[config.mk]
export PLATFORM = sky130hd
export DESIGN_NAME = trap_vector_map
export DESIGN_NICKNAME = d
export VERILOG_FILES = /design/src/include/tivm_pkg.sv /design/src/rtl/irq_pick.sv /design/src/rtl/trap_vector_map.sv
export VERILOG_INCLUDE_DIRS = /design/src /design/src/include
export SDC_FILE = /design/constraint.sdc
export NUM_CORES = 2
export LEC_CHECK = 0
export BUFFER_PORTS_ARGS = -buffer_cell sky130_fd_sc_hd__buf_2
export CORE_UTILIZATION = 48
export DETAILED_ROUTE_END_ITERATION = 16
export PLACE_DENSITY = 0.65
export SKIP_LAST_GASP = 1
export SLEW_MARGIN = 30
export SYNTH_ARGS = -nofsm -noshare
export SYNTH_HDL_FRONTEND = slang
export SYNTH_SLANG_ARGS = --single-unit
[constraint.sdc]
create_clock -name ref_clk_in -period 277.9 [get_ports ref_clk_in]
set_input_delay 55.58 -clock ref_clk_in [delete_from_list [all_inputs] [get_ports ref_clk_in]]
set_output_delay 55.58 -clock ref_clk_in [all_outputs]
set_load 0.02 [all_outputs]
[src/include/tivm_params.svh]
// Functional notes
// - Reset bypasses arbitration and vectoring entirely.
// - Reset restores registers and zeroes program counter.
// - First fetch after reset comes from 000000h.
// - Oscillator failure: vector 0, offset 000004h, level 15.
// - Address error: vector 1, offset 000006h, level 14.
// - Hardware error: vector 2, offset 000008h, level 13.
// - Stack error: vector 3, offset 00000Ah, level 12.
// - Math error: vector 4, offset 00000Ch, level 11.
// - Vector 6 software error; vectors 5, 7 reserved.
// - Request n uses vector n+8, offset 000014h+2n.
// - Flag, enable at register n/16, bit n%16.
// - Priority field: register n/4, bit 4*(n%4).
// - Top vector 125, request 117, offset 0000FEh.
// - Extra pin requests 20, 29, 53, 54 served.
// - Equal priority: lower vector number wins.
// - Alternate select fetches every vector from alternate table.
// - Flags set by source, cleared by software write.
// - Three-bit field selects one of eight levels.
`ifndef TIVM_PARAMS_SVH
`define TIVM_PARAMS_SVH

`define RESET_ADDR       24'h000000
`define TABLE_BASE       24'h000004
`define ALT_TABLE_BASE   24'h000100
`define IRQ_VEC_OFFSET   7'h08
`define TRAP_TOP_LEVEL   4'hf
`define TRAP_IMPL_MASK   8'h5f
`define IRQ_IMPL_MASK    128'h003fe47f_fffe63cf_ffefffff_ffdfffff
`define IRQ_SLOTS        128
`define NUM_IRQ_DEF      118

`define REG_TRAP_CTRL    8'h00
`define REG_CTRL_TWO     8'h01
`define REG_TAKEN        8'h02
`define REG_FLAG_BASE    8'h10
`define REG_EN_BASE      8'h18
`define REG_PRIO_BASE    8'h20
`define FLAG_REGS        8'h08
`define PRIO_REGS        8'h1e

`define BIT_OSC_FAIL     1
`define BIT_STK_ERR      2
`define BIT_ADDR_ERR     3
`define BIT_MATH_ERR     4
`define BIT_ALT_SEL      8
`define PRIO_STRIDE      4

`endif

[src/include/tivm_pkg.sv]
package tivm_pkg;

  typedef logic [2:0] prio_t;

  typedef struct packed {
    logic        valid;
    logic [6:0]  num;
    logic [23:0] addr;
    logic [3:0]  level;
  } vec_out_t;

  typedef enum logic {
    ST_BOOT = 1'b0,
    ST_RUN  = 1'b1
  } ctl_state_t;

endpackage

[src/rtl/irq_pick.sv]
`timescale 1ns/10ps
module irq_pick import tivm_pkg::*; #(
  parameter int N = 128
) (
  input  wire logic             ref_clk_in,
  input  wire logic             resetn_in,
  input  wire logic [N-1:0]     elig_in,
  input  wire logic [3*N-1:0]   levels_in,
  output logic                  win_valid_out,
  output logic [6:0]            win_idx_out,
  output prio_t                 win_level_out
);

  generate
    if (N < 1 || N > 128) begin : g_bad_n
      $error("irq_pick supports 1 to 128 sources");
    end
  endgenerate

  logic better_lower;

  // Scanning downward with >= lets a lower index take over an equal level.
  always_comb begin
    win_valid_out = 1'b0;
    win_idx_out   = 7'h00;
    win_level_out = 3'h0;
    for (int i = N - 1; i >= 0; i--) begin
      if (elig_in[i] && (!win_valid_out || levels_in[3*i +: 3] >= win_level_out)) begin
        win_valid_out = 1'b1;
        win_idx_out   = 7'(i);
        win_level_out = levels_in[3*i +: 3];
      end
    end
  end

  always_comb begin
    better_lower = 1'b0;
    for (int i = 0; i < N; i++) begin
      if (elig_in[i] && 7'(i) < win_idx_out && levels_in[3*i +: 3] >= win_level_out) begin
        better_lower = 1'b1;
      end
    end
  end

  tie_break_a: assert property (@(posedge ref_clk_in) disable iff (!resetn_in)
    win_valid_out |-> !better_lower && elig_in[win_idx_out])
    else $error("winner is not the lowest index at the top level");

endmodule

[src/rtl/trap_vector_map.sv]
`timescale 1ns/10ps
`include "tivm_params.svh"
module trap_vector_map import tivm_pkg::*; #(
  parameter int          NUM_IRQ  = `NUM_IRQ_DEF,
  parameter logic [23:0] ALT_BASE = `ALT_TABLE_BASE
) (
  input  wire logic                ref_clk_in,
  input  wire logic                resetn_in,
  input  wire logic [7:0]          avs_address_in,
  input  wire logic                avs_read_in,
  input  wire logic                avs_write_in,
  input  wire logic [31:0]         avs_writedata_in,
  input  wire logic [3:0]          avs_byteenable_in,
  output logic [31:0]              avs_readdata_out,
  output logic                     avs_waitrequest_out,
  input  wire logic [7:0]          trap_req_in,
  input  wire logic [NUM_IRQ-1:0]  irq_req_in,
  input  wire logic                cpu_ack_in,
  output vec_out_t                 vector_out,
  output logic                     pc_load_out,
  output logic [23:0]              pc_value_out
);

  localparam int S = `IRQ_SLOTS;
  localparam logic [S-1:0] IMPL = `IRQ_IMPL_MASK & ~({S{1'b1}} << NUM_IRQ);

  generate
    if (NUM_IRQ < 1 || NUM_IRQ > S) begin : g_bad_irq
      $error("NUM_IRQ must lie between 1 and 128");
    end
    if (ALT_BASE[0] != 1'b0) begin : g_bad_base
      $error("ALT_BASE must be even");
    end
  endgenerate

  logic               ack_reg, ack_next;
  logic [15:0]        rdata_reg, rdata_next;
  logic [15:0]        trap_ctrl_reg, trap_ctrl_next;
  logic               alt_sel_reg, alt_sel_next;
  logic [7:0]         trap_pend_reg, trap_pend_next;
  logic [S-1:0]       flag_reg, flag_next;
  logic [S-1:0]       en_reg, en_next;
  logic [S-1:0][2:0]  prio_reg, prio_next;
  ctl_state_t         state_reg, state_next;
  vec_out_t           vec_reg, vec_next;
  logic [10:0]        taken_reg, taken_next;

  logic               wr_en;
  logic [15:0]        wmask;
  logic [15:0]        wdata;
  logic [7:0]         off;
  logic [15:0]        rd_val;
  logic [S-1:0]       irq_ext;
  logic [S-1:0]       elig;
  logic               win_valid;
  logic [6:0]         win_idx;
  prio_t              win_level;
  logic [2:0]         trap_num;
  logic [23:0]        base_sel;

  // One wait state per access keeps read data on a flop at the answer edge.
  assign avs_waitrequest_out = (avs_read_in | avs_write_in) & ~ack_reg;
  assign avs_readdata_out    = {16'h0000, rdata_reg};
  assign wr_en   = avs_write_in & ack_reg;
  assign wmask   = {{8{avs_byteenable_in[1]}}, {8{avs_byteenable_in[0]}}};
  assign wdata   = avs_writedata_in[15:0];
  assign irq_ext = S'(irq_req_in);

  // Bus group.
  always_comb begin
    ack_next   = (avs_read_in | avs_write_in) & ~ack_reg;
    rdata_next = rdata_reg;
    rd_val     = 16'h0000;
    off        = 8'h00;
    if (avs_address_in == `REG_TRAP_CTRL) begin
      rd_val = trap_ctrl_reg;
    end else if (avs_address_in == `REG_CTRL_TWO) begin
      rd_val[`BIT_ALT_SEL] = alt_sel_reg;
    end else if (avs_address_in == `REG_TAKEN) begin
      rd_val = {5'h00, taken_reg};
    end else if (avs_address_in >= `REG_FLAG_BASE && avs_address_in < `REG_FLAG_BASE + `FLAG_REGS) begin
      off    = avs_address_in - `REG_FLAG_BASE;
      rd_val = flag_reg[16*off[2:0] +: 16];
    end else if (avs_address_in >= `REG_EN_BASE && avs_address_in < `REG_EN_BASE + `FLAG_REGS) begin
      off    = avs_address_in - `REG_EN_BASE;
      rd_val = en_reg[16*off[2:0] +: 16];
    end else if (avs_address_in >= `REG_PRIO_BASE && avs_address_in < `REG_PRIO_BASE + `PRIO_REGS) begin
      off = avs_address_in - `REG_PRIO_BASE;
      for (int f = 0; f < 4; f++) begin
        rd_val[`PRIO_STRIDE*f +: 3] = prio_reg[{off[4:0], 2'(f)}];
      end
    end
    if (avs_read_in && !ack_reg) begin
      rdata_next = rd_val;
    end
  end

  always_ff @(posedge ref_clk_in or negedge resetn_in) begin
    if (!resetn_in) begin
      ack_reg   <= 1'b0;
      rdata_reg <= 16'h0000;
    end else begin
      ack_reg   <= ack_next;
      rdata_reg <= rdata_next;
    end
  end

  // Register group: software writes first, hardware sets afterwards so a set wins.
  always_comb begin
    trap_ctrl_next = trap_ctrl_reg;
    alt_sel_next   = alt_sel_reg;
    flag_next      = flag_reg;
    en_next        = en_reg;
    prio_next      = prio_reg;
    trap_pend_next = trap_pend_reg;
    if (wr_en) begin
      if (avs_address_in == `REG_TRAP_CTRL) begin
        trap_ctrl_next = (trap_ctrl_reg & ~wmask) | (wdata & wmask);
      end else if (avs_address_in == `REG_CTRL_TWO) begin
        if (avs_byteenable_in[1]) begin
          alt_sel_next = wdata[`BIT_ALT_SEL];
        end
      end else if (avs_address_in >= `REG_FLAG_BASE && avs_address_in < `REG_FLAG_BASE + `FLAG_REGS) begin
        flag_next[16*off[2:0] +: 16] = (flag_reg[16*off[2:0] +: 16] & ~wmask) | (wdata & wmask);
      end else if (avs_address_in >= `REG_EN_BASE && avs_address_in < `REG_EN_BASE + `FLAG_REGS) begin
        en_next[16*off[2:0] +: 16] = (en_reg[16*off[2:0] +: 16] & ~wmask) | (wdata & wmask);
      end else if (avs_address_in >= `REG_PRIO_BASE && avs_address_in < `REG_PRIO_BASE + `PRIO_REGS) begin
        for (int f = 0; f < 4; f++) begin
          if (avs_byteenable_in[f/2]) begin
            prio_next[{off[4:0], 2'(f)}] = wdata[`PRIO_STRIDE*f +: 3];
          end
        end
      end
    end
    if (cpu_ack_in && vec_reg.valid && vec_reg.num < `IRQ_VEC_OFFSET) begin
      trap_pend_next[vec_reg.num[2:0]] = 1'b0;
    end
    trap_pend_next = trap_pend_next | (trap_req_in & `TRAP_IMPL_MASK);
    if (trap_req_in[0]) begin
      trap_ctrl_next[`BIT_OSC_FAIL] = 1'b1;
    end
    if (trap_req_in[1]) begin
      trap_ctrl_next[`BIT_ADDR_ERR] = 1'b1;
    end
    if (trap_req_in[3]) begin
      trap_ctrl_next[`BIT_STK_ERR] = 1'b1;
    end
    if (trap_req_in[4]) begin
      trap_ctrl_next[`BIT_MATH_ERR] = 1'b1;
    end
    trap_ctrl_next = trap_ctrl_next & 16'h001e;
    flag_next = (flag_next | irq_ext) & IMPL;
    en_next   = en_next & IMPL;
    for (int i = 0; i < S; i++) begin
      if (!IMPL[i]) begin
        prio_next[i] = 3'h0;
      end
    end
  end

  always_ff @(posedge ref_clk_in or negedge resetn_in) begin
    if (!resetn_in) begin
      trap_ctrl_reg <= 16'h0000;
      alt_sel_reg   <= 1'b0;
      trap_pend_reg <= 8'h00;
      flag_reg      <= '0;
      en_reg        <= '0;
      prio_reg      <= '0;
    end else begin
      trap_ctrl_reg <= trap_ctrl_next;
      alt_sel_reg   <= alt_sel_next;
      trap_pend_reg <= trap_pend_next;
      flag_reg      <= flag_next;
      en_reg        <= en_next;
      prio_reg      <= prio_next;
    end
  end

  // Level zero keeps a source out of arbitration, leaving seven usable user levels.
  always_comb begin
    for (int i = 0; i < S; i++) begin
      elig[i] = flag_reg[i] & en_reg[i] & IMPL[i] & (prio_reg[i] != 3'h0);
    end
  end

  irq_pick #(
    .N (S)
  ) u_pick (
    .ref_clk_in    (ref_clk_in),
    .resetn_in     (resetn_in),
    .elig_in       (elig),
    .levels_in     (prio_reg),
    .win_valid_out (win_valid),
    .win_idx_out   (win_idx),
    .win_level_out (win_level)
  );

  // Vector group.
  always_comb begin
    state_next = ST_RUN;
    taken_next = taken_reg;
    vec_next   = '0;
    trap_num   = 3'h0;
    base_sel   = alt_sel_reg ? ALT_BASE : `TABLE_BASE;
    for (int i = 7; i >= 0; i--) begin
      if (trap_pend_reg[i]) begin
        trap_num = 3'(i);
      end
    end
    case (state_reg)
      ST_BOOT: begin
        vec_next.valid = 1'b0;
      end
      ST_RUN: begin
        if (|trap_pend_reg) begin
          vec_next.valid = 1'b1;
          vec_next.num   = {4'h0, trap_num};
          vec_next.level = `TRAP_TOP_LEVEL - {1'b0, trap_num};
        end else if (win_valid) begin
          vec_next.valid = 1'b1;
          vec_next.num   = win_idx + `IRQ_VEC_OFFSET;
          vec_next.level = {1'b0, win_level};
        end
      end
      default: begin
        vec_next.valid = 1'b0;
      end
    endcase
    if (vec_next.valid) begin
      vec_next.addr = base_sel + {16'h0000, vec_next.num, 1'b0};
    end
    if (cpu_ack_in && vec_reg.valid) begin
      taken_next = {vec_reg.level, vec_reg.num};
    end
  end

  always_ff @(posedge ref_clk_in or negedge resetn_in) begin
    if (!resetn_in) begin
      state_reg <= ST_BOOT;
      vec_reg   <= '0;
      taken_reg <= 11'h000;
    end else begin
      state_reg <= state_next;
      vec_reg   <= vec_next;
      taken_reg <= taken_next;
    end
  end

  assign vector_out   = vec_reg;
  assign pc_load_out  = (state_reg == ST_BOOT);
  assign pc_value_out = `RESET_ADDR;

  localparam int BUS_MAX = 1;

  reset_no_vector_a: assert property (@(posedge ref_clk_in) disable iff (!resetn_in)
    pc_load_out |=> !vector_out.valid && !pc_load_out)
    else $error("reset was vectored or held the pc load");

  reset_pc_zero_a: assert property (@(posedge ref_clk_in) disable iff (!resetn_in)
    pc_load_out |-> pc_value_out == `RESET_ADDR && !vector_out.valid)
    else $error("pc load did not carry address zero");

  trap_map_a: assert property (@(posedge ref_clk_in) disable iff (!resetn_in)
    vector_out.valid && vector_out.num < `IRQ_VEC_OFFSET |->
      vector_out.level == `TRAP_TOP_LEVEL - vector_out.num[3:0] &&
      vector_out.addr == ($past(alt_sel_reg) ? ALT_BASE : `TABLE_BASE) + {vector_out.num, 1'b0})
    else $error("trap vector level or address wrong");

  irq_map_a: assert property (@(posedge ref_clk_in) disable iff (!resetn_in)
    vector_out.valid && vector_out.num >= `IRQ_VEC_OFFSET |->
      vector_out.level[3] == 1'b0 &&
      vector_out.addr == ($past(alt_sel_reg) ? ALT_BASE : `TABLE_BASE) + {vector_out.num, 1'b0})
    else $error("request vector level or address wrong");

  trap_first_a: assert property (@(posedge ref_clk_in) disable iff (!resetn_in)
    (state_reg == ST_RUN && (trap_pend_reg & ~trap_req_in) != 8'h00) |=>
      vector_out.valid && vector_out.num < `IRQ_VEC_OFFSET)
    else $error("pending trap not presented ahead of requests");

  flag_set_a: assert property (@(posedge ref_clk_in) disable iff (!resetn_in)
    (irq_ext & IMPL) != '0 |=> (flag_reg & $past(irq_ext & IMPL)) == $past(irq_ext & IMPL))
    else $error("request flag lost its set");

  unimpl_zero_a: assert property (@(posedge ref_clk_in) disable iff (!resetn_in)
    (flag_reg & ~IMPL) == '0 && (en_reg & ~IMPL) == '0)
    else $error("unimplemented request bit is set");

  osc_flag_a: assert property (@(posedge ref_clk_in) disable iff (!resetn_in)
    trap_req_in[0] |=> trap_ctrl_reg[`BIT_OSC_FAIL] && trap_pend_reg[0])
    else $error("oscillator failure not recorded");

  bus_answer_a: assert property (@(posedge ref_clk_in) disable iff (!resetn_in)
    (avs_read_in || avs_write_in) |-> ##[0:BUS_MAX] !avs_waitrequest_out)
    else $error("bus answer too late");

endmodule
Yosys cells after proc, flatten, opt, wreduce, memory -nomap -nowiden
Cells that the tools add are included.

cells by class
  $add $sub $neg = 7
  bitwise logic cells = 229
  shift operators = 7
  equality and inequality tests = 2
  reductions and logical operators = 442
  $lt $le $gt $ge = 124
  mux-type cells = 410

operators with widths
  cell                                                     number
  2-to-1 mux 384 bit                                       21
  bitwise mux 384 bit                                      4
  2-to-1 mux 7 bit                                         106
  variable part select 128 x 8 -> 16 bit                   4
  2-to-1 mux 118 bit                                       4
  2-to-1 mux 3 bit                                         129
  2-to-1 mux 354 bit                                       1
  nonzero test 3 bit                                       104
  >= comparator 3 bit                                      103
  bitwise mux 128 bit                                      2
  variable part select 16 x 34 -> 128 bit                  2
  bitwise AND 1 bit                                        210
  variable shift 16 x 34 -> 128 bit, first input constant  1
  bitwise OR 118 bit                                       1
  logical AND 1 bit                                        114
  2-to-1 mux 1 bit                                         114
  logical NOT 1 bit                                        104
  logical OR 1 bit                                         103
  < comparator 7 x 8 -> 1 bit, second input constant       8
  binary-select mux 3 bit (select 5 bit)                   4
  demux 3 bit (select 5 bit)                               4
  bitwise AND 16 bit                                       3
  2-to-1 mux 16 bit                                        3
  2-to-1 mux 5 bit                                         8
  38 further kinds                                         64

word-level totals
  output and inout port bits = 94
  input port bits = 175
  register bits = 598
  logic and storage cells = 1341

Logic depth before layout (Yosys ltp)
  depth after elaboration = 421
  mapped depth = 805
  depth with buffers taken out = 795

Modules after synthesis
Synthesis repeated with hierarchy kept, for this count alone.

unflattened totals
  cell total of the unflattened synthesis = 6024
  area, all modules = 51851.0 um^2

modules (own cells, without submodules)
  module           times used  area an instance (um^2)  seq. area each (um^2)  cells an instance
  trap_vector_map  1           30221.5                  14589.0                2697
  irq_pick         1           21629.5                  0.0                    3327

Least setup slack after synthesis
OpenSTA, ideal clock, no wires.

  kind = reg-to-reg
  start = register flag_reg[117]
  end = register vec_reg (netlist bit vector_out[12])
  cell stages (with the launch flop) = 747
  path buffers = 10
  data arrival time = 141673 ps
  library setup time = 78 ps
  path slack = 136148 ps
  cells stage by stage = dfrtp_1 -> and3_1 -> inv_1 -> ha_1 -> nand2_1 -> o21a_1 -> o211a_1 -> or2_2 -> ha_1 -> o21ai_0 -> a21oi_1 -> o31a_1 -> a211oi_1 -> nor2_1 -> ha_1 -> nand2b_1 -> a211oi_1 -> o32ai_2 -> (+711 left out) -> o31ai_1 -> mux2i_1 -> a31o_1 -> ha_1 -> nand2b_1 -> a21oi_1 -> nor2b_1 -> o31a_1 -> nand2b_1 -> nor4b_2 -> nand2b_1 -> nor3_1 -> ha_1 -> inv_1 -> a31oi_1 -> o21ai_1 -> or4_1 -> a21oi_1

RTL lines
  element                 line                    RTL
  from (decl)             trap_vector_map.sv:41   logic [S-1:0] flag_reg, flag_next;
  from (signal assigned)  trap_vector_map.sv:173  flag_reg <= flag_next;
  to (signal assigned)    trap_vector_map.sv:244  vec_reg <= vec_next;
  to (decl)               trap_vector_map.sv:45   vec_out_t vec_reg, vec_next;

==> flow_summary.rst <==
.. list-table::
   :header-rows: 1

   * - Metric
     - Value
   * - Number of different library cells in the post-synthesis netlist
     - 122
   * - Leading cell types in the layout, fill and taps excluded
     - nand2_1 (780), dfrtp_1 (583), o21ai_0 (458)
   * - Die boundary height
     - roughly 320 um
   * - Avg Cell Area, Syn
     - between 8 and 9 um^2
   * - CTS tree
     - done
   * - Synthesized instance count
     - 5,670
   * - Clock root cell
     - clkbuf_16
   * - Final worst setup slack
     - approximately 110 ns
   * - Remaining routing DRC violations
     - 0
   * - Fin cells
     - 7,132
   * - Max incr delay on CP
     - 0.82 ns
   * - Number of primary I/O pins
     - 269
   * - Part of the cycle the worst path needs
     - 0.599
   * - Count of nets left with antenna violations after detail routing
     - 0
   * - Final routed wire length divided by cell count
     - 31.1 um
   * - Type of origin of the critical path
     - flop
   * - H-tree levels
     - 3
   * - Detailed Route Iter0 Violations
     - 6,909
   * - Total detailed-routing wirelength
     - 222,000 um
   * - Vias in the first global route
     - roughly 45,000
   * - Post-Syn Area
     - 48,200 um^2
   * - Clock latency at the later pin of the worst-skew pair
     - 0.67 ns
   * - Synth-to-Final Area Change
     - 9.72%
   * - Worst-path clk slew
     - 0.06 ns
   * - Dominant register cell in the synthesized netlist
     - dfrtp_1
   * - Worst Tran Pin Value
     - approximately 1.2 ns
   * - FILL cells
     - a little over 9,000
   * - Multiplexer fraction of the synthesized cell area
     - 0.129
   * - First-pass GRT wire length
     - 314,000 um
   * - Pwr/cell area
     - 4.15 nW/um^2
   * - Vias
     - 49,800
   * - Total chip power
     - 219 uW
   * - Data arrival time at the worst-slack endpoint
     - 166.91 ns
   * - Origin of the critical flop-to-flop path
     - flag_reg[117]$_DFF_PN0_
   * - Cell type contributing the most total cell area after synthesis
     - dfrtp_1
   * - Placed cell areas
     - 50,400 um^2
   * - Hold Crit Start
     - ack_reg$_DFF_PN0_
   * - Maximum vdd ir drop
     - approximately 0.0042 mV
   * - Final weighted congestion of routability-driven global placement
     - roughly 1.1
   * - Critical Path Most Common Cell
     - ha_1
   * - Antenna violations before repair
     - 13
   * - Top cell type's share of synthesized area
     - 0.303
   * - Worst min path class
     - reg2reg
   * - Flip-flop count of the largest register after layout
     - 312
   * - Placement-stage worst setup slack
     - 114.25 ns
   * - CTS Buf Count
     - 70
   * - Die X-Extent
     - around 320 um
   * - Hold buffers post-CTS
     - 0
   * - Post-CTS Setup Repair Bufs
     - 0
   * - CP Launch Point
     - flag_reg[117]$_DFF_PN0_
   * - Cells resized by post-CTS repair
     - 0
   * - Pin count of the biggest net entering global routing
     - 159
   * - Port buffer count
     - 179
   * - Share of flip-flops with an asynchronous set or reset
     - 1.00
   * - Final critical delay including setup and external delays
     - 166.34 ns
   * - Share of the yosys chip area belonging to registers
     - 0.303
   * - Outcome
     - completed
   * - Area of the core
     - between 90,000 and 100,000 um^2
   * - Required @ worst endpoint
     - 278.47 ns
   * - Area share of and/or/nand/nor cells after synthesis
     - 0.192
   * - Worst hold slack across all endpoints
     - ~0.47 ns
   * - Most common cell after layout, fill and taps aside
     - nand2_1
   * - Type of element capturing the critical path
     - flop
   * - Detailed placement HPWL
     - 170,000 um
   * - Complex-gate fraction of the synthesized area
     - 0.268
   * - Leak
     - 23.3 nW
   * - Number of max-cap violations
     - 0
   * - GRT Resource Usage Total
     - 0.424
   * - Final #Nets
     - between 6,000 and 7,000
   * - Initial standard-cell utilization of the core
     - 0.487
   * - Number of warnings issued by yosys
     - 0
   * - Layout cells sized above 1
     - 0.154
   * - Number of placement rows
     - 115
   * - Number of failing hold endpoints at the final stage
     - 0
   * - Cell area after layout
     - between 50,000 and 60,000 um^2
   * - Slew headroom
     - 0.204
   * - Placed cell count
     - 7,001
   * - Clock skew after layout
     - 0.0324 ns
   * - Die area
     - a little over 100,000 um^2
   * - Maximum operating frequency
     - around 6 MHz
   * - Cell types with the largest area share after synthesis
     - dfrtp_1 (30%), nand2_1 (6.1%), mux2_2 (5.9%)
   * - Critical-path cell with the highest stage delay
     - a2111oi_0
   * - Pins over their slew limit
     - 0
   * - Core utilization of the finished layout
     - 0.535
   * - Setup violations, final
     - 0
   * - Critical Setup Path Class
     - reg2reg
   * - Worst Path Max Fanout
     - 11
   * - Adder-Cell Fraction of Synth Area
     - 0.0604
   * - Clock net sink count
     - 583
   * - Number of synthesized register bits
     - between 500 and 600
   * - Ratio of routed vias to standard cells
     - 6.99
   * - Number of enable-type register cells in the synthesized netlist
     - 0
   * - CTS Buffer Depth
     - 3
   * - Xor and xnor fraction of the mapped netlist area
     - 0.000545
   * - Setup repair after global routing missed its margin
     - no
   * - Pre-antenna DRT Iters
     - 9
   * - Remaining global-route overflow
     - 0
   * - Largest family of logic cells by synthesized area
     - compound AO/OA/AOI/OAI gates
   * - Setup TNS after final layout
     - 0 ns
-- cells in the mapped netlist (37+ instances only) --
| library cell | n |
|---|---|
| nand2_1 | 784 |
| dfrtp_1 | 583 |
| o21ai_0 | 461 |
| nor2_1 | 455 |
| a21oi_1 | 295 |
| inv_1 | 274 |
| mux2_2 | 254 |
| ha_1 | 222 |
| clkbuf_1 | 178 |
| nand3_1 | 161 |
| nand2b_1 | 159 |
| a31oi_1 | 107 |
| mux4_2 | 104 |
| mux2i_1 | 93 |
| a211o_1 | 87 |
| nor3_1 | 82 |
| o311a_1 | 79 |
| and2_1 | 75 |
| o311ai_0 | 69 |
| o211ai_1 | 67 |
| and3_1 | 63 |
| a21o_1 | 61 |
| a211oi_1 | 58 |
| buf_4 | 57 |
| o21a_1 | 50 |
| o31ai_1 | 50 |
| nor2b_1 | 48 |
| o22ai_1 | 41 |
| a221oi_1 | 37 |
| or2_2 | 37 |
-- path summary, 6_finish.rpt --
| kind | slack [ns] | to | cells past startpoint |
|---|---|---|---|
| setup / recovery | 111.56 | vector_out[12]$_DFF_PN0_ | 908 |
| min in group asynchronous | 54.81 | prio_reg[254]$_DFFE_PN0P_ | 1 |
| max in group asynchronous | 220.76 | en_reg[31]$_DFFE_PN0P_ | 4 |
| setup reg to reg | 111.56 | vector_out[12]$_DFF_PN0_ | 753 |
| hold reg to reg | 0.47 | ack_reg$_DFF_PN0_ | 1 |
| hold / removal | 0.47 | ack_reg$_DFF_PN0_ | 1 |
-- worst max-delay path: cells and delay by family (launching register included) --
kind | cells | cell delay [ns]
AO/OA/AOI/OAI | 368 | 90.47
AND/OR/NAND/NOR | 328 | 57.32
adder cells (fa/ha/maj) | 140 | 38.08
multiplexers | 27 | 9.41
buffers and inverters | 45 | 4.55
flip-flops | 1 | 0.71
-- layer usage --
layer	routed length, um	GRT usage
met5	307	0.0137
met1	84800	0.556
met4	15200	0.240
met2	88700	0.593
met3	32900	0.162
-- report_power, final --
| group | internal (mW) | total [mW] | leakage (nW) | switching, mW |
|---|---|---|---|---|
| clock network | 0.0566 | 0.0975 | 1.16 | 0.0409 |
| registers | 0.0862 | 0.0885 | 7.01 | 0.00228 |
| logic | 0.0110 | 0.0332 | 15.1 | 0.0222 |
| total | 0.154 | 0.219 | 23.3 | 0.0653 |
-- cells by family after synthesis --
family	count (synthesis)
and+or+nand+nor	2001
AOI/OAI and AO/OA	1843
DFF	583
buffers and inverters	547
muxes	456
adders and majority gates	235
xor gates and xnor gates	3
other	2
-- cell type report --
cell class                      count  area, um^2  area share
Antenna cell                        2        5.00   0.0000947
Inverter                          276        1040      0.0196
Tap cell                         1287        1610      0.0305
Multi-Input combinational cell   4594       31700       0.599
Clock buffer                      100        2070      0.0391
Clock inverter                     27         297     0.00561
Timing Repair Buffer              263        1590      0.0301
Sequential cell                   583       14600       0.276
Note: power is estimated with default switching activity, not from simulation.
